$ cat src/logic/usc_consts.svh
// Shared constants of the serial status and control block.
`ifndef USC_CONSTS_SVH
`define USC_CONSTS_SVH
`define USC_AW 12
`define USC_OFS_STATUS 12'h000
`define USC_OFS_TXDATA 12'h004
`define USC_OFS_RXDATA 12'h008
`define USC_OFS_MODE 12'h00c
`define USC_B_TXI_HI 15
`define USC_B_TXINV 14
`define USC_B_TXI_LO 13
`define USC_B_BRK 11
`define USC_B_TXEN 10
`define USC_B_RXI_HI 7
`define USC_B_RXI_LO 6
`define USC_B_ADDRESS_DETECT_ENABLE 5
`define USC_B_OVR 1
`define USC_B_INFRARED_ENCODE_ENABLE 0
`define USC_TXI_EACH 2'h0
`define USC_TXI_DONE 2'h1
`define USC_TXI_EMPTY 2'h2
`define USC_RXI_3Q 2'h2
`define USC_RXI_FULL 2'h3
`define USC_LVL_3Q 3'h3
`define USC_LVL_FULL 3'h4
`define USC_SUB_LAST 4'hf
`define USC_SUB_MID 4'h7
`define USC_IRDA_SUBS 4'h3
`define USC_DATA_BITS 4'h8
`define USC_BREAK_BITS 4'hc
`define USC_RESP_OKAY 2'h0
`define USC_RESP_SLVERR 2'h2
`define USC_TICK_DIV 22
`endif

$ cat src/logic/usc_pkg.sv
// Types of the serial status and control block.
`include "usc_consts.svh"
package usc_pkg;
  typedef enum logic [1:0] {TX_IDLE, TX_START, TX_BITS, TX_STOP} usc_tx_e;
  typedef enum logic [1:0] {RX_IDLE, RX_START, RX_BITS, RX_STOP} usc_rx_e;
  typedef struct packed {
    logic aw_got;
    logic [`USC_AW-1:0] awaddr;
    logic w_got;
    logic [15:0] wdata;
    logic [1:0] wstrb;
    logic bvalid;
    logic [1:0] bresp;
    logic rvalid;
    logic [15:0] rdata;
    logic [1:0] rresp;
    logic [1:0] tx_mode;
    logic tx_inv;
    logic brk;
    logic txen;
    logic [1:0] rx_mode;
    logic address_detect_enable;
    logic infrared_encode_enable;
    logic rx_overrun_flag;
    logic [15:0] div_cnt;
    logic tick;
    usc_tx_e tx_st;
    logic [3:0] tx_sub;
    logic [3:0] tx_bit;
    logic [7:0] tx_sh;
    logic tx_brk;
    logic tx_lvl;
    logic tx_pin;
    logic tx_irq;
    usc_rx_e rx_st;
    logic [3:0] rx_sub;
    logic [3:0] rx_bit;
    logic [7:0] rx_sh;
    logic rx_irq;
  } usc_top_s;
endpackage

$ cat src/logic/usc_sync.sv
// Three-stage synchroniser for a pin, with agreement of the last two stages.
module usc_sync #(
  parameter bit RST_VAL = 1'b1
) (
  // Clock and reset
  input logic aclk,
  input logic aresetn,
  // Pin and synchronised level
  input logic pin,
  output logic level
);
  typedef struct packed {
    logic s1;
    logic s2;
    logic s3;
    logic q;
  } usc_sync_s;
  usc_sync_s st_ff;
  usc_sync_s nxt_st;

  always_comb begin
    nxt_st = st_ff;
    nxt_st.s1 = pin;
    nxt_st.s2 = st_ff.s1;
    nxt_st.s3 = st_ff.s2;
    // The level only moves once the second and third stages agree.
    if (st_ff.s2 == st_ff.s3) begin
      nxt_st.q = st_ff.s3;
    end
  end

  always_ff @(posedge aclk) begin
    if (!aresetn) begin
      st_ff <= {4{RST_VAL}};
    end else begin
      st_ff <= nxt_st;
    end
  end

  assign level = st_ff.q;
endmodule

$ cat src/logic/usc_fifo.sv
// Small character queue in flip-flops; the head always sits in slot zero.
module usc_fifo #(
  parameter int W = 8,
  parameter int DEPTH = 4,
  parameter int CW = 3
) (
  // Clock and reset
  input logic aclk,
  input logic aresetn,
  // Fill side
  input logic flush,
  input logic push,
  input logic [W-1:0] push_data,
  // Drain side and state
  input logic pop,
  output logic [W-1:0] head,
  output logic [CW-1:0] count,
  output logic full,
  output logic empty
);
  typedef struct packed {
    logic [DEPTH-1:0][W-1:0] mem;
    logic [CW-1:0] cnt;
  } usc_fifo_s;
  usc_fifo_s st_ff;
  usc_fifo_s nxt_st;
  logic pop_ok;
  logic push_ok;

  always_comb begin
    nxt_st = st_ff;
    pop_ok = pop && !empty;
    push_ok = push && (!full || pop_ok);
    if (flush) begin
      nxt_st.cnt = '0;
    end else begin
      if (pop_ok) begin
        for (int i = 0; i < DEPTH - 1; i++) begin
          nxt_st.mem[i] = st_ff.mem[i + 1];
        end
      end
      if (push_ok) begin
        nxt_st.mem[CW'(st_ff.cnt - CW'(pop_ok))] = push_data;
      end
      nxt_st.cnt = CW'(st_ff.cnt + CW'(push_ok) - CW'(pop_ok));
    end
  end

  always_ff @(posedge aclk) begin
    if (!aresetn) begin
      st_ff <= '0;
    end else begin
      st_ff <= nxt_st;
    end
  end

  assign head = st_ff.mem[0];
  assign count = st_ff.cnt;
  assign full = (st_ff.cnt == CW'(DEPTH));
  assign empty = (st_ff.cnt == '0);
endmodule

$ cat src/logic/usc_top.sv
// Serial port status and control logic behind an AXI4-Lite register slave.
// Behaviour
// TX mode 10 raises TX interrupt when a load leaves the buffer empty.
// TX mode 01 raises TX interrupt when the last character fully leaves.
// TX mode 00 raises TX interrupt on every load into the shift register.
// Software never programs TX mode 11; it raises no interrupt here.
// Without infrared, TX idles low when inverted, high otherwise.
// With infrared, TX carries pulses and idles high when inverted, low otherwise.
// A break request sends start bit, twelve zero bits, then stop bit.
// Hardware clears the break request when the break sequence finishes.
// Transmit enable hands the TX pin to the port; otherwise released.
// Clearing transmit enable aborts transmission and empties the buffer.
// Buffer-full flag reads 1 only when no more characters fit.
// Shift-empty flag reads 1 only when shifter and buffer are idle; resets 1.
// RX mode 11 raises RX interrupt when a transfer makes four characters.
// RX mode 10 raises RX interrupt when a transfer makes three characters.
// RX mode 0x raises RX interrupt on every received character; here a character dropped into a full buffer raises none.
// Status bit 12 always reads zero and ignores writes.
// Data-available flag reads 1 while any unread character is buffered.
// Overrun sets when a character ends into a full buffer; cleared by writing 0.
`include "usc_consts.svh"
module usc_top #(
  parameter int TICK_DIV = `USC_TICK_DIV,
  parameter int TX_DEPTH = 4,
  parameter int RX_DEPTH = 4
) (
  // Clock and reset
  input logic aclk,
  input logic aresetn,
  // AXI4-Lite write address
  input logic awvalid,
  output logic awready,
  input logic [`USC_AW-1:0] awaddr,
  input logic [2:0] awprot,
  // AXI4-Lite write data
  input logic wvalid,
  output logic wready,
  input logic [31:0] wdata,
  input logic [3:0] wstrb,
  // AXI4-Lite write response
  output logic bvalid,
  input logic bready,
  output logic [1:0] bresp,
  // AXI4-Lite read address
  input logic arvalid,
  output logic arready,
  input logic [`USC_AW-1:0] araddr,
  input logic [2:0] arprot,
  // AXI4-Lite read data
  output logic rvalid,
  input logic rready,
  output logic [31:0] rdata,
  output logic [1:0] rresp,
  // Serial pins
  input logic serial_rx_in,
  output logic serial_tx_out,
  output logic serial_tx_oe_n,
  // Interrupt pulses
  output logic tx_irq,
  output logic rx_irq
);
  localparam int TXC = $clog2(TX_DEPTH + 1);
  localparam int RXC = $clog2(RX_DEPTH + 1);

  usc_pkg::usc_top_s st_ff;
  usc_pkg::usc_top_s nxt_st;
  logic tx_push;
  logic tx_pop;
  logic tx_done;
  logic tx_full;
  logic tx_empty;
  logic [TXC-1:0] tx_cnt;
  logic [TXC-1:0] tx_after;
  logic [7:0] tx_head;
  logic rx_s;
  logic rx_push;
  logic rx_pop;
  logic rx_done;
  logic rx_full;
  logic rx_empty;
  logic [RXC-1:0] rx_cnt;
  logic [RXC-1:0] rx_after;
  logic [8:0] rx_head;
  logic [8:0] rx_word;
  logic stat_wr;
  logic zero_now;
  logic [15:0] stat_word;

  function automatic logic rx_irq_hit(input logic [1:0] mode, input logic [RXC-1:0] after);
    case (mode)
      `USC_RXI_FULL: rx_irq_hit = (after == RXC'(`USC_LVL_FULL));
      `USC_RXI_3Q: rx_irq_hit = (after == RXC'(`USC_LVL_3Q));
      default: rx_irq_hit = 1'b1;
    endcase
  endfunction

  ////////////////////////////////////////////////////////////////////////////
  // Queues and pin synchroniser.

  usc_sync #(.RST_VAL(1'b1)) u_rx_sync (
    .aclk(aclk),
    .aresetn(aresetn),
    .pin(serial_rx_in),
    .level(rx_s)
  );

  usc_fifo #(.W(8), .DEPTH(TX_DEPTH), .CW(TXC)) u_tx_queue (
    .aclk(aclk),
    .aresetn(aresetn),
    .flush(!st_ff.txen),
    .push(tx_push),
    .push_data(st_ff.wdata[7:0]),
    .pop(tx_pop),
    .head(tx_head),
    .count(tx_cnt),
    .full(tx_full),
    .empty(tx_empty)
  );

  usc_fifo #(.W(9), .DEPTH(RX_DEPTH), .CW(RXC)) u_rx_queue (
    .aclk(aclk),
    .aresetn(aresetn),
    .flush(1'b0),
    .push(rx_push),
    .push_data(rx_word),
    .pop(rx_pop),
    .head(rx_head),
    .count(rx_cnt),
    .full(rx_full),
    .empty(rx_empty)
  );

  // Status word; bit 3 stays zero because no parity is checked.
  // buffer full flag
  // data available flag
  // bit twelve zero
  assign stat_word = {st_ff.tx_mode[1], st_ff.tx_inv, st_ff.tx_mode[0], 1'b0, st_ff.brk,
                      st_ff.txen, tx_full, tx_empty && (st_ff.tx_st == usc_pkg::TX_IDLE),
                      st_ff.rx_mode, st_ff.address_detect_enable, st_ff.rx_st == usc_pkg::RX_IDLE, 1'b0,
                      rx_head[8] && !rx_empty, st_ff.rx_overrun_flag, !rx_empty};

  ////////////////////////////////////////////////////////////////////////////
  // Next-state logic.

  always_comb begin
    nxt_st = st_ff;
    tx_push = 1'b0;
    tx_pop = 1'b0;
    tx_done = 1'b0;
    rx_pop = 1'b0;
    rx_done = 1'b0;
    rx_word = {1'b0, st_ff.rx_sh};
    stat_wr = 1'b0;
    zero_now = 1'b0;
    nxt_st.tx_irq = 1'b0;
    nxt_st.rx_irq = 1'b0;
    nxt_st.tick = 1'b0;
    // Write channel: address and data are taken in either order.
    if (awvalid && awready) begin
      nxt_st.aw_got = 1'b1;
      nxt_st.awaddr = awaddr;
    end
    if (wvalid && wready) begin
      nxt_st.w_got = 1'b1;
      nxt_st.wdata = wdata[15:0];
      nxt_st.wstrb = wstrb[1:0];
    end
    if (st_ff.bvalid && bready) begin
      nxt_st.bvalid = 1'b0;
    end
    if (st_ff.aw_got && st_ff.w_got && !st_ff.bvalid) begin
      nxt_st.aw_got = 1'b0;
      nxt_st.w_got = 1'b0;
      nxt_st.bvalid = 1'b1;
      nxt_st.bresp = `USC_RESP_OKAY;
      case (st_ff.awaddr)
        `USC_OFS_STATUS: begin
          stat_wr = 1'b1;
          if (st_ff.wstrb[1]) begin
            nxt_st.tx_mode = {st_ff.wdata[`USC_B_TXI_HI], st_ff.wdata[`USC_B_TXI_LO]};
            nxt_st.tx_inv = st_ff.wdata[`USC_B_TXINV];
            nxt_st.brk = st_ff.wdata[`USC_B_BRK];
            nxt_st.txen = st_ff.wdata[`USC_B_TXEN];
          end
          if (st_ff.wstrb[0]) begin
            nxt_st.rx_mode = st_ff.wdata[`USC_B_RXI_HI:`USC_B_RXI_LO];
            nxt_st.address_detect_enable = st_ff.wdata[`USC_B_ADDRESS_DETECT_ENABLE];
            // software clears only
            if (!st_ff.wdata[`USC_B_OVR]) begin
              nxt_st.rx_overrun_flag = 1'b0;
            end
          end
        end
        `USC_OFS_TXDATA: begin
          tx_push = st_ff.wstrb[0] && st_ff.txen && !tx_full;
        end
        `USC_OFS_MODE: begin
          if (st_ff.wstrb[0]) begin
            nxt_st.infrared_encode_enable = st_ff.wdata[`USC_B_INFRARED_ENCODE_ENABLE];
          end
        end
        `USC_OFS_RXDATA: begin
          nxt_st.bresp = `USC_RESP_OKAY;
        end
        default: begin
          nxt_st.bresp = `USC_RESP_SLVERR;
        end
      endcase
    end
    // Read channel; reading the receive data register takes the head character.
    if (st_ff.rvalid && rready) begin
      nxt_st.rvalid = 1'b0;
    end
    if (arvalid && arready) begin
      nxt_st.rvalid = 1'b1;
      nxt_st.rresp = `USC_RESP_OKAY;
      nxt_st.rdata = '0;
      case (araddr)
        `USC_OFS_STATUS: nxt_st.rdata = stat_word;
        `USC_OFS_TXDATA: nxt_st.rdata = '0;
        `USC_OFS_RXDATA: begin
          nxt_st.rdata = 16'(rx_head);
          rx_pop = !rx_empty;
        end
        `USC_OFS_MODE: nxt_st.rdata = 16'(st_ff.infrared_encode_enable);
        default: nxt_st.rresp = `USC_RESP_SLVERR;
      endcase
    end
    // Sixteen ticks per bit.
    if (st_ff.div_cnt == 16'(TICK_DIV - 1)) begin
      nxt_st.div_cnt = '0;
      nxt_st.tick = 1'b1;
    end else begin
      nxt_st.div_cnt = st_ff.div_cnt + 16'h1;
    end
    // disable aborts
    if (!st_ff.txen) begin
      nxt_st.tx_st = usc_pkg::TX_IDLE;
      nxt_st.tx_lvl = 1'b1;
      nxt_st.tx_brk = 1'b0;
      nxt_st.tx_sub = '0;
      nxt_st.brk = nxt_st.brk && nxt_st.txen;
    end else begin
      case (st_ff.tx_st)
        usc_pkg::TX_IDLE: begin
          nxt_st.tx_sub = '0;
          nxt_st.tx_lvl = 1'b1;
          // break takes next slot
          if (st_ff.brk) begin
            nxt_st.tx_st = usc_pkg::TX_START;
            nxt_st.tx_brk = 1'b1;
            nxt_st.tx_lvl = 1'b0;
          end else if (!tx_empty) begin
            tx_pop = 1'b1;
            nxt_st.tx_sh = tx_head;
            nxt_st.tx_st = usc_pkg::TX_START;
            nxt_st.tx_brk = 1'b0;
            nxt_st.tx_lvl = 1'b0;
          end
        end
        usc_pkg::TX_START: begin
          if (st_ff.tick) begin
            nxt_st.tx_sub = st_ff.tx_sub + 4'h1;
            if (st_ff.tx_sub == `USC_SUB_LAST) begin
              nxt_st.tx_st = usc_pkg::TX_BITS;
              nxt_st.tx_bit = '0;
              nxt_st.tx_lvl = !st_ff.tx_brk && st_ff.tx_sh[0];
            end
          end
        end
        usc_pkg::TX_BITS: begin
          if (st_ff.tick) begin
            nxt_st.tx_sub = st_ff.tx_sub + 4'h1;
            if (st_ff.tx_sub == `USC_SUB_LAST) begin
              // twelve zero bits
              if ((st_ff.tx_bit + 4'h1) == (st_ff.tx_brk ? `USC_BREAK_BITS : `USC_DATA_BITS)) begin
                nxt_st.tx_st = usc_pkg::TX_STOP;
                nxt_st.tx_lvl = 1'b1;
              end else begin
                nxt_st.tx_bit = st_ff.tx_bit + 4'h1;
                nxt_st.tx_sh = st_ff.tx_sh >> 1;
                nxt_st.tx_lvl = !st_ff.tx_brk && st_ff.tx_sh[1];
              end
            end
          end
        end
        usc_pkg::TX_STOP: begin
          if (st_ff.tick) begin
            nxt_st.tx_sub = st_ff.tx_sub + 4'h1;
            if (st_ff.tx_sub == `USC_SUB_LAST) begin
              nxt_st.tx_st = usc_pkg::TX_IDLE;
              tx_done = 1'b1;
              // hardware clears break
              if (st_ff.tx_brk) begin
                nxt_st.brk = 1'b0;
                nxt_st.tx_brk = 1'b0;
              end
            end
          end
        end
        default: nxt_st.tx_st = usc_pkg::TX_IDLE;
      endcase
    end
    tx_after = TXC'(tx_cnt + TXC'(tx_push) - TXC'(tx_pop));
    case (st_ff.tx_mode)
      // each load
      `USC_TXI_EACH: nxt_st.tx_irq = tx_pop;
      // load empties buffer
      `USC_TXI_EMPTY: nxt_st.tx_irq = tx_pop && (tx_after == '0);
      // all sent
      `USC_TXI_DONE: nxt_st.tx_irq = tx_done && tx_empty;
      // reserved mode silent
      default: nxt_st.tx_irq = 1'b0;
    endcase
    // Pin level: plain NRZ, or a short pulse per zero bit when infrared is on.
    zero_now = (st_ff.tx_st != usc_pkg::TX_IDLE) && !st_ff.tx_lvl;
    if (st_ff.infrared_encode_enable) begin
      // infrared pulse and idle
      nxt_st.tx_pin = (zero_now && (st_ff.tx_sub < `USC_IRDA_SUBS)) ? !st_ff.tx_inv
                                                                       : st_ff.tx_inv;
    end else begin
      // plain idle polarity
      nxt_st.tx_pin = st_ff.tx_lvl ^ st_ff.tx_inv;
    end
    // Receiver: start bit is qualified at mid-bit, data sampled every sixteen ticks.
    case (st_ff.rx_st)
      usc_pkg::RX_IDLE: begin
        nxt_st.rx_sub = '0;
        if (!rx_s) begin
          nxt_st.rx_st = usc_pkg::RX_START;
        end
      end
      usc_pkg::RX_START: begin
        if (st_ff.tick) begin
          nxt_st.rx_sub = st_ff.rx_sub + 4'h1;
          if (st_ff.rx_sub == `USC_SUB_MID) begin
            nxt_st.rx_st = rx_s ? usc_pkg::RX_IDLE : usc_pkg::RX_BITS;
            nxt_st.rx_sub = '0;
            nxt_st.rx_bit = '0;
          end
        end
      end
      usc_pkg::RX_BITS: begin
        if (st_ff.tick) begin
          nxt_st.rx_sub = st_ff.rx_sub + 4'h1;
          if (st_ff.rx_sub == `USC_SUB_LAST) begin
            nxt_st.rx_sh = {rx_s, st_ff.rx_sh[7:1]};
            nxt_st.rx_bit = st_ff.rx_bit + 4'h1;
            if ((st_ff.rx_bit + 4'h1) == `USC_DATA_BITS) begin
              nxt_st.rx_st = usc_pkg::RX_STOP;
            end
          end
        end
      end
      usc_pkg::RX_STOP: begin
        if (st_ff.tick) begin
          nxt_st.rx_sub = st_ff.rx_sub + 4'h1;
          if (st_ff.rx_sub == `USC_SUB_LAST) begin
            rx_done = 1'b1;
            rx_word = {!rx_s, st_ff.rx_sh};
            nxt_st.rx_st = usc_pkg::RX_IDLE;
          end
        end
      end
      default: nxt_st.rx_st = usc_pkg::RX_IDLE;
    endcase
    rx_push = rx_done && !rx_full;
    rx_after = RXC'(rx_cnt + RXC'(rx_push) - RXC'(rx_pop));
    // four characters
    // three characters
    // any character
    nxt_st.rx_irq = rx_push && rx_irq_hit(st_ff.rx_mode, rx_after);
    // overrun set wins
    if (rx_done && rx_full) begin
      nxt_st.rx_overrun_flag = 1'b1;
    end
  end

  always_ff @(posedge aclk) begin
    if (!aresetn) begin
      st_ff <= '0;
      st_ff.tx_lvl <= 1'b1;
      st_ff.tx_pin <= 1'b1;
    end else begin
      st_ff <= nxt_st;
    end
  end

  ////////////////////////////////////////////////////////////////////////////
  // Outputs.

  assign awready = !st_ff.aw_got && !st_ff.bvalid;
  assign wready = !st_ff.w_got && !st_ff.bvalid;
  assign bvalid = st_ff.bvalid;
  assign bresp = st_ff.bresp;
  assign arready = !st_ff.rvalid;
  assign rvalid = st_ff.rvalid;
  assign rdata = 32'(st_ff.rdata);
  assign rresp = st_ff.rresp;
  assign serial_tx_out = st_ff.tx_pin;
  // pin owned when enabled
  assign serial_tx_oe_n = !st_ff.txen;
  assign tx_irq = st_ff.tx_irq;
  assign rx_irq = st_ff.rx_irq;
endmodule

$ cat config.mk
export PLATFORM = sky130hd
export DESIGN_NAME = usc_top
export DESIGN_NICKNAME = d
export VERILOG_FILES = /design/src/logic/usc_pkg.sv /design/src/logic/usc_sync.sv /design/src/logic/usc_fifo.sv /design/src/logic/usc_top.sv
export VERILOG_INCLUDE_DIRS = /design/src /design/src/logic
export SDC_FILE = /design/constraint.sdc
export NUM_CORES = 1
export LEC_CHECK = 0
export ABC_AREA = 1
export BUFFER_PORTS_ARGS = -buffer_cell sky130_fd_sc_hd__buf_2
export CAP_MARGIN = 20
export CELL_PAD_IN_SITES_DETAIL_PLACEMENT = 1
export CELL_PAD_IN_SITES_GLOBAL_PLACEMENT = 1
export CORE_MARGIN = 1
export CORE_UTILIZATION = 40
export DETAILED_ROUTE_END_ITERATION = 6
export PLACE_DENSITY_LB_ADDON = 0.1
export SETUP_SLACK_MARGIN = 0.1
export SLEW_MARGIN = 20
export SYNTH_ARGS = -nofsm -noshare
export SYNTH_HDL_FRONTEND = slang
export SYNTH_SLANG_ARGS = --single-unit
$ cat constraint.sdc
create_clock -name aclk -period 7.8 [get_ports aclk]
set_input_delay 0.39 -clock aclk [delete_from_list [all_inputs] [get_ports aclk]]
set_output_delay 0.39 -clock aclk [all_outputs]
set_load 0.01 [all_outputs]
==> results.toml, run 1 <==
[placement]
place_hpwl_um = 18500
io_buffers = 72
placed_cell_area_mm2 = 0.0104
gp_congestion = 0.806

[power_and_ir_drop]
swShare_pct = 24.6
power_frac_comb_pct = 5.7
switchingPower_mw = 0.511
p_clk_share_pct = 44.7
p_leak_nw = 4.87
powerDensity_mw_per_mm2 = 188
peakVddDrop_mv = 0.0988
pwr-share-seq_pct = 49.7
p_int_mw = 1.56

[synthesis]
ys_warn_count = 0
synth_mux_area_share_pct = 0
synthArstFlopShare_pct = 0
syn_area_mm2 = 0.0101
synth-edff-count = 0
yosysTopAreaCellShare_pct = 38.3
synth_ff_type = "dfxtp_1"
post_synth_fa_ha_maj_area_fraction_pct = 3.75
avgSynthCellArea_um2 = 6.97
synth_compound_area_share_pct = 12.9
yosysTopAreaCell = "dfxtp_1"
synth_top_family_by_area = "simple AND/OR/NAND/NOR gates"
synth_simple_gate_area_share_pct = 31.9
ys_seq_elements = 194
synthCells = 1454
synth_cell_type_count = 47
synth_area_leaders = "dfxtp_1, nand2_1, nor2_1, inv_1, a21oi_1"
seq_area_frac_synth_pct = 38.3
synth-xor-area-share_pct = 1.04

[die]
fp.dieH_um = 161
start_util_pct = 41.2
design.die.area_mm2 = 0.0260
die_w_um = 161
fp.coreArea_mm2 = 0.0246
pin_count = 119
rows = 57

[sta]
timing.hold.ws_ns = 0.148
min_period_over_period_pct = 46.1
max_freq_mhz = 278
clock_skew_ns = 0.0123
slew_headroom_pct = 43.3
slew_violations = 0
finalCriticalPeriod_ns = 3.60
worst_pin_slew_ns = 0.849
rsz0062_at_grt = "no"
setup_viol = 0
finalHoldViolCount = 0
setup_tns_ns = 0

[clock_tree]
cts_root_buffer = "clkbuf_16"
ctsHoldBuffers = 0
clock_path_buffers = 2
htreeDepth = 4
cts_tree = "done"
cts_setup_buffers = 0
post_cts_resize_count = 0
cts.clk_slew.worst_paths_ns = 0.08
cts_made_buffers = 17
cts_sinks = 194
insertion_delay_ns = 0.44

[worst_hold_path]
hold_depth = 2
hold_class = "input port to register"
min_to = "u_rx_sync.nxt_st[2]"
worstHoldStart = "serial_rx_in"

[global_routing]
grt_pass1_vias = 8754
antenna_found_initial = 0
track_usage_pct = 21.2
grt_remaining_overflow = 0
grt_pass1_wl_um = 44700
grt_max_degree = 71

[worst_setup_path]
cp-start-kind = "register"
criticalPathCategory = "register to register"
r2r_setup_slack_ns = 4.20
cp.required_ns = 8.14
crit_path_end_kind = "register"
crit_chain = "inv_1 > ha_1 > nand2_1 > nor2_2 > nand2_1 > inv_1 > ha_1 > inv_1 > ha_1 > inv_1 > nand2_1 > nor2_4 > nand4_2 > nand2_1 > nand2_1 > inv_1 > nor2_1"
r2r-start = "st_ff[39]"
reg2reg_depth = 17
crit_slowest_cell = "inv_1"
critPathMaxFanout = 16
r2r-end = "u_tx_queue.st_ff[12]"
cpPeakStageDelay_ns = 0.49
crit_arrival_ns = 3.94

[route]
viasPerCell = 4.98
drc = 0
via_count = 9007
drtAntennaViolNets = 0
wire_per_inst_um = 14.7
wirelength_um = 26700
drt-initial-drc-count = 380
drt_pass1_iterations = 4

[status]
status = "complete, no violations"

[finish]
syn2layout_area_growth_pct = 8.82
layout_common_cells = "nand2_1, dfxtp_1, nor2_1, inv_1, a21oi_1"
layout_commonest_cell = "nand2_1"
drive_gt1_share_pct = 10.8
final_area_mm2 = 0.0110
antenna_cells = 0
nets = 1575

[flow_run]
maxCapViolCount = 0
## cells in the mapped netlist, types with 2 or more instances
cell,instances
o21ai_1,3
nor2_4,11
xor2_1,7
a22oi_1,2
nor3_2,2
ha_1,24
a21oi_1,117
nor3_1,12
nor2_8,2
xnor2_1,5
o211a_1,2
nand2_2,5
inv_1,165
inv_2,3
buf_6,7
nand3b_1,12
buf_4,42
buf_2,15
nor2_2,4
o21bai_1,18
o21ai_0,94
nand4_2,4
nand4_1,33
nor2_1,188
nand3_1,103
fa_1,4
dfxtp_1,194
nand3_4,2
clkbuf_1,31
or2_2,14
nand2_1,310
nand3_2,4
## power groups by stage
stage,sequential (mW),clock [mW],combinational (mW)
CTS,1.03,0.952,0.120
global placement,1.05,0,0.116
detailed placement,1.05,0,0.119
finish,1.03,0.927,0.117
floorplan,1.05,0,0.0912
global route,1.03,0.988,0.134
## through the flow
step / total power, mW / setup slack [ns] / util [%] / cells
final: 2.08 / 4.20 / 44.8 / 1809
after global routing: 2.15 / 3.80 / 44.8 / 1809
after CTS: 2.10 / 4.18 / 44.8 / 1809
after detailed placement: 1.17 / 4.11 / 42.4 / 1778
after global placement: 1.17 / 4.15 / 42.4 / 1778
after floorplan: 1.14 / 5.06 / - / 1472
## worst max-delay path by stage
stage	cells after the start	end	start
after floorplan	19	u_tx_queue.st_ff[15]	st_ff[39]
after global placement	14	u_rx_queue.st_ff[38]	araddr[11]
after detailed placement	14	u_rx_queue.st_ff[38]	araddr[11]
after CTS	17	u_tx_queue.st_ff[12]	st_ff[39]
after global routing	17	u_tx_queue.st_ff[12]	st_ff[39]
final	17	u_tx_queue.st_ff[12]	st_ff[39]
## registers in the layout, indices dropped and copies added (netlist names), 3 cells and up
register          count
u_tx_queue.count      3
rdata                15
u_rx_queue.st_ff     27
st_ff                94
u_tx_queue.st_ff     24
u_rx_queue.head       9
u_rx_queue.count      3
u_tx_queue.head       8
## cell families after synthesis
logic type,after synthesis
and+or+nand+nor,710
AOI/OAI and AO/OA,244
xor gates and xnor gates,12
buffers and inverters,265
adders and majority gates,28
DFF,194
other,1
## area by class of cell
type	instances	area [um2]
Fill cell	3186	13600
Multi-Input combinational cell	1013	5100
Sequential cell	194	3880
Inverter	170	641
Clock buffer	20	447
Tap cell	324	405
Timing Repair Buffer	77	400
Clock inverter	11	155
## critical path, delay by kind of cell, from the launching register on
family | cells | cell delay [ns]
AND/OR/NAND/NOR | 9 | 1.43
adder cells (fa/ha/maj) | 3 | 0.89
buffers and inverters | 5 | 0.84
flip-flops | 1 | 0.34
## layer usage
metal	global-route usage, %	part of all wire [%]
met1	30.5	53
met2	32.9	43
met3	3.52	3.2
met4	4.55	0.71
met5	0	0
(Power assumes the default switching activity.)
==> inputs of run 2 (changes only) <==
Clock period 7.8 ns to 3.7 ns, I/O delays scaled along.
==> run 2 against run 1 <==
Critical path type unchanged. Worst setup slack worse by 3.6 ns. Sequential share of layout area down 0.48 points. Largest cell class unchanged. Die area unchanged. Non-clock buffer count up 19. Global-route usage up 0.11 points. Total power up 110%.
==> results.toml, run 2 (synthesis results as in run 1) <==
[worst_setup_path]
cp_num_cells = 16
cp.required_ns = 4.03
criticalPathCategory = "register to register"
path_delay_family = "simple AND/OR/NAND/NOR gates"
crit_path_end_kind = "register"
crit_arrival_ns = 3.38
cp_common_cell = "nand2_1"
critPathMaxFanout = 14
cp-start-kind = "register"
reg2reg_depth = 16
cpPeakStageDelay_ns = 0.39
worst-path-buf-inv = 4
crit_chain = "inv_1 > ha_1 > nand2_1 > nor2_2 > nand2_1 > inv_1 > ha_1 > inv_1 > ha_1 > nand2_1 > nor2_4 > nand4_2 > nand2_1 > nand2_1 > inv_1 > nor2_1"
crit_slowest_cell = "nand4_2"

[die]
start_util_pct = 41.2
fp.dieH_um = 161
pin_count = 119
fp.coreArea_mm2 = 0.0246
rows = 57
design.die.area_mm2 = 0.0260
die_w_um = 161

[clock_tree]
post_cts_resize_count = 0
cts.clk_slew.worst_paths_ns = 0.08
clock_path_buffers = 2
cts_sinks = 194
cts_tree = "done"
htreeDepth = 4
cts_made_buffers = 17
insertion_delay_ns = 0.44
cts_root_buffer = "clkbuf_16"

[global_routing]
grt_max_degree = 51
grt_pass1_vias = 8857
antenna_found_initial = 0
grt_pass1_wl_um = 45100
grt_remaining_overflow = 0
track_usage_pct = 21.3

[finish]
ff_latch_area_mm2 = 0.00388
antenna_cells = 0
layout_commonest_cell = "nand2_1"
layout_common_cells = "nand2_1, dfxtp_1, nor2_1, inv_1, a21oi_1"
drive_gt1_share_pct = 11.4
top_regs = "st_ff: 94 flops, u_rx_queue.st_ff: 27 flops, u_tx_queue.st_ff: 24 flops"
syn2layout_area_growth_pct = 10.3
layoutNonFillerInstCount = 1829
fillers = 3219
largest_register_ffs = 94
multi_input_area_mm2 = 0.00510
largest_register = "st_ff"
nets = 1594

[route]
wire_per_inst_um = 14.7
wirelength_um = 26900
via_count = 9072
drc = 0
drtAntennaViolNets = 0
drt_pass1_iterations = 4
viasPerCell = 4.96
drt-initial-drc-count = 398

[power_and_ir_drop]
power_frac_comb_pct = 6.0
powerDensity_mw_per_mm2 = 385
switchingPower_mw = 1.12
swShare_pct = 26.0
p_int_mw = 3.19
p_total_mw = 4.31
p_leak_nw = 4.96
p_clk_share_pct = 43.6
peakVddDrop_mv = 0.271
pwr-share-seq_pct = 50.4

[placement]
gp_congestion = 0.780
dp_cells = 1785
io_buffers = 72
place_hpwl_um = 18900
post-place-ws_ns = 0.706

[worst_hold_path]
hold_class = "input port to register"
hold_depth = 3

[sta]
max_freq_mhz = 328
slew_violations = 0
slew_headroom_pct = 41.0
rsz0062_at_grt = "no"
clock_skew_ns = 0.0160
fin_ws_ns = 0.651
finalHoldViolCount = 0
setup_viol = 0
finalCriticalPeriod_ns = 3.05
worst_pin_slew_ns = 0.881
min_period_over_period_pct = 82.4
setup_tns_ns = 0

[flow_run]
maxCapViolCount = 0

[status]
status = "complete, no violations"
==> run 2: cell count changes in the layout (fill, tap and decap cells not counted), moves of 2 or more <==
cell | previous run | this run
inv_8 | 1 | 3
clkbuf_1 | 2 | 0
clkinv_4 | 2 | 4
clkinvlp_4 | 3 | 0
buf_4 | 6 | 13
inv_6 | 1 | 4
dlygate4sd3_1 | 0 | 12
bufinv_16 | 3 | 1
==> run 2: stage by stage <==
step	cell area, um2	hold WS, ns	util [%]
after floorplan	10200	0.292	-
after global placement	10500	0.384	42.6
final	11200	0.00436	45.5
after detailed placement	10500	0.382	42.6
after CTS	11200	0.00121	45.5
after global routing	11200	0.0119	45.5
==> run 2: tightest hold or removal path, stage by stage <==
cell	delay [ns]
buf_2	0.07
o21ai_0	0.07
nor2_1	0.08
==> run 2: cell type report <==
type                       count  share of cell area [%]
clock buffer                  18                    3.93
clock inverter                14                    1.29
inverter                     170                    5.73
multi-input combinational   1013                    45.6
sequential                   194                    34.7
tap                          324                    3.62
timing repair buffer          96                    5.12
==> run 2: path summary, 6_finish.rpt <==
check / startpoint / end / slack, ns
worst max-delay path: st_ff[40] / u_tx_queue.st_ff[20] / 0.65
worst max register to register: st_ff[40] / u_tx_queue.st_ff[20] / 0.65
worst min register to register: u_rx_sync.nxt_st[2] / u_rx_sync.nxt_st[1] / 0.43
worst min-delay path: wdata[5] / st_ff[97] / 0.004
==> run 2: power groups by stage <==
stage          sequential (mW)  combinational (mW)  clock (mW)
6_report                  2.17               0.258        1.88
5_1_grt                   2.18               0.294        2.01
4_1_cts                   2.17               0.262        1.93
3_5_place_dp              2.22               0.251           0
3_3_place_gp              2.22               0.246           0
2_1_floorplan             2.20               0.192           0
==> run 2: repair_timing <==
item / 4_1_cts / 5_1_grt
endpoints found under the hold margin: 12 / 0
endpoints found under the setup margin: 0 / 0
setup buffers: 0 / 0
hold buffers: 12 / 0
==> run 2: per-layer routing <==
layer | vias up | GRT usage, % | share of wire, %
li1 | 4681 | - | -
met1 | 4246 | 30.5 | 52
met2 | 134 | 33.5 | 44
met3 | 11 | 3.83 | 3.5
met4 | 0 | 3.60 | 0.54
met5 | - | 0 | 0
==> inputs of run 3 (changes only) <==
Clock period 3.7 ns to 3.1 ns, I/O delays scaled along.
==> run 3 against run 2 <==
Clock skew down 0.0032 ns. Non-clock buffer count up 20. Flip-flop and latch count unchanged. Critical path type unchanged. Total power up 19%. Wire length up 2.1%. Via count up 1.2%. Clock power up 16%.
==> results.toml, run 3 (synthesis results as in run 1) <==
[clock_tree]
cts_tree = "done"
cts.clk_slew.worst_paths_ns = 0.07
htreeDepth = 4
cts_made_buffers = 17
cts_setup_buffers = 0
insertion_delay_ns = 0.44
cts_sinks = 194
clock_path_buffers = 2
cts_root_buffer = "clkbuf_16"

[route]
wire_per_inst_um = 14.9
wirelength_um = 27500
highest_layer = "met4"
drtAntennaViolNets = 0
drc = 0
via_count = 9179
drt_pass1_iterations = 6
wl_met2_um = 12300
dr_wl_met3_um = 1120
drt-initial-drc-count = 465
met1_length_um = 13900
viasPerCell = 4.97

[worst_setup_path]
crit_slowest_cell = "dfxtp_1"
crit_chain = "nor3_4 > nor2_4 > nand3_2 > inv_1 > ha_1 > inv_1 > ha_1 > inv_1 > nor2_2 > nand2_1 > or2_0 > a21oi_1"
crit_arrival_ns = 3.11
cp.required_ns = 3.47
critPathMaxFanout = 11
worst-path-buf-inv = 3
cp_common_cell = "inv_1"
cpPeakStageDelay_ns = 0.48
crit_path_end_kind = "register"
cp-start-kind = "register"
criticalPathCategory = "register to register"
path_delay_family = "simple AND/OR/NAND/NOR gates"

[global_routing]
grt_pass1_vias = 9168
antenna_found_initial = 0
grt_pass1_wl_um = 45900
grt_remaining_overflow = 0
track_usage_pct = 21.9
grt_max_degree = 68

[die]
die_w_um = 161
design.die.area_mm2 = 0.0260
fp.dieH_um = 161
pin_count = 119
fp.coreArea_mm2 = 0.0246
rows = 57
start_util_pct = 41.2

[sta]
finalCriticalPeriod_ns = 2.74
setup_tns_ns = 0
slew_headroom_pct = 40.5
slew_violations = 0
rsz0062_at_grt = "no"
min_period_over_period_pct = 88.4
worst_pin_slew_ns = 0.888
clock_skew_ns = 0.0127
timing.hold.ws_ns = 0.0199
setup_viol = 0
fin_ws_ns = 0.359
finalHoldViolCount = 0
max_freq_mhz = 365

[finish]
fin_util_pct = 46.4
largest_register_ffs = 94
top_regs = "st_ff: 94 flops, u_rx_queue.st_ff: 27 flops, u_tx_queue.st_ff: 24 flops"
nets = 1615
layout_common_cells = "nand2_1, dfxtp_1, nor2_1, inv_1, a21oi_1"
drive_gt1_share_pct = 11.8
largest_register = "st_ff"
antenna_cells = 0
layoutNonFillerInstCount = 1847
final_area_mm2 = 0.0114
layout_commonest_cell = "nand2_1"
syn2layout_area_growth_pct = 12.5

[placement]
place_hpwl_um = 19300
dp_cells = 1793
post-place-ws_ns = 0.200
gp_congestion = 0.790
io_buffers = 72
placed_cell_area_mm2 = 0.0105

[power_and_ir_drop]
p_total_mw = 5.11
powerDensity_mw_per_mm2 = 448
p_leak_nw = 5.06
peakVddDrop_mv = 0.222

[status]
status = "complete, no violations"

[worst_hold_path]
hold_class = "input port to register"

[flow_run]
maxCapViolCount = 0
[run 3: cell type report]
type                       count  area [um2]
fill                        3204       13200
inverter                     170         641
sequential                   194        3880
multi-input combinational   1014        5160
tap                          324         405
clock buffer                  17         425
clock inverter                12         133
timing repair buffer         116         753
[run 3: repair_timing]
action                                  CTS  global route
endpoints found under the setup margin    0            33
endpoints found under the hold margin    24             0
resized for setup                         0             8
hold buffers                             24             0
[run 3: path summary, 6_finish.rpt]
check	slack (ns)	end	from	cells after the start
worst max register to register	0.36	u_rx_queue.st_ff[38]	u_rx_queue.count[2]	12
worst min-delay path	0.02	rvalid	rready	3
worst min register to register	0.42	u_rx_sync.nxt_st[1]	u_rx_sync.nxt_st[2]	1
worst max-delay path	0.36	u_rx_queue.st_ff[38]	u_rx_queue.count[2]	12
[run 3: per-layer routing]
layer | vias up | global-route usage (%)
li1 | 4736 | -
met1 | 4289 | 30.3
met2 | 139 | 35.3
met3 | 15 | 3.85
met4 | 0 | 4.85
met5 | - | 0
[run 3: worst register-to-register path, stage by stage (launching register included)]
cell and delay [ns]:
dfxtp_1 0.48, nor3_4 0.12, nor2_4 0.11, nand3_2 0.24
inv_1 0.12, ha_1 0.17, inv_1 0.08, ha_1 0.32
inv_1 0.16, nor2_2 0.16, nand2_1 0.28, or2_0 0.31
a21oi_1 0.13
[run 3: report_power, final]
group	internal (mW)	leakage [nW]	switching [mW]	total (mW)
Combinational	0.118	3.21	0.213	0.332
Clock	1.18	0.280	0.999	2.18
Sequential	2.54	1.57	0.0535	2.60
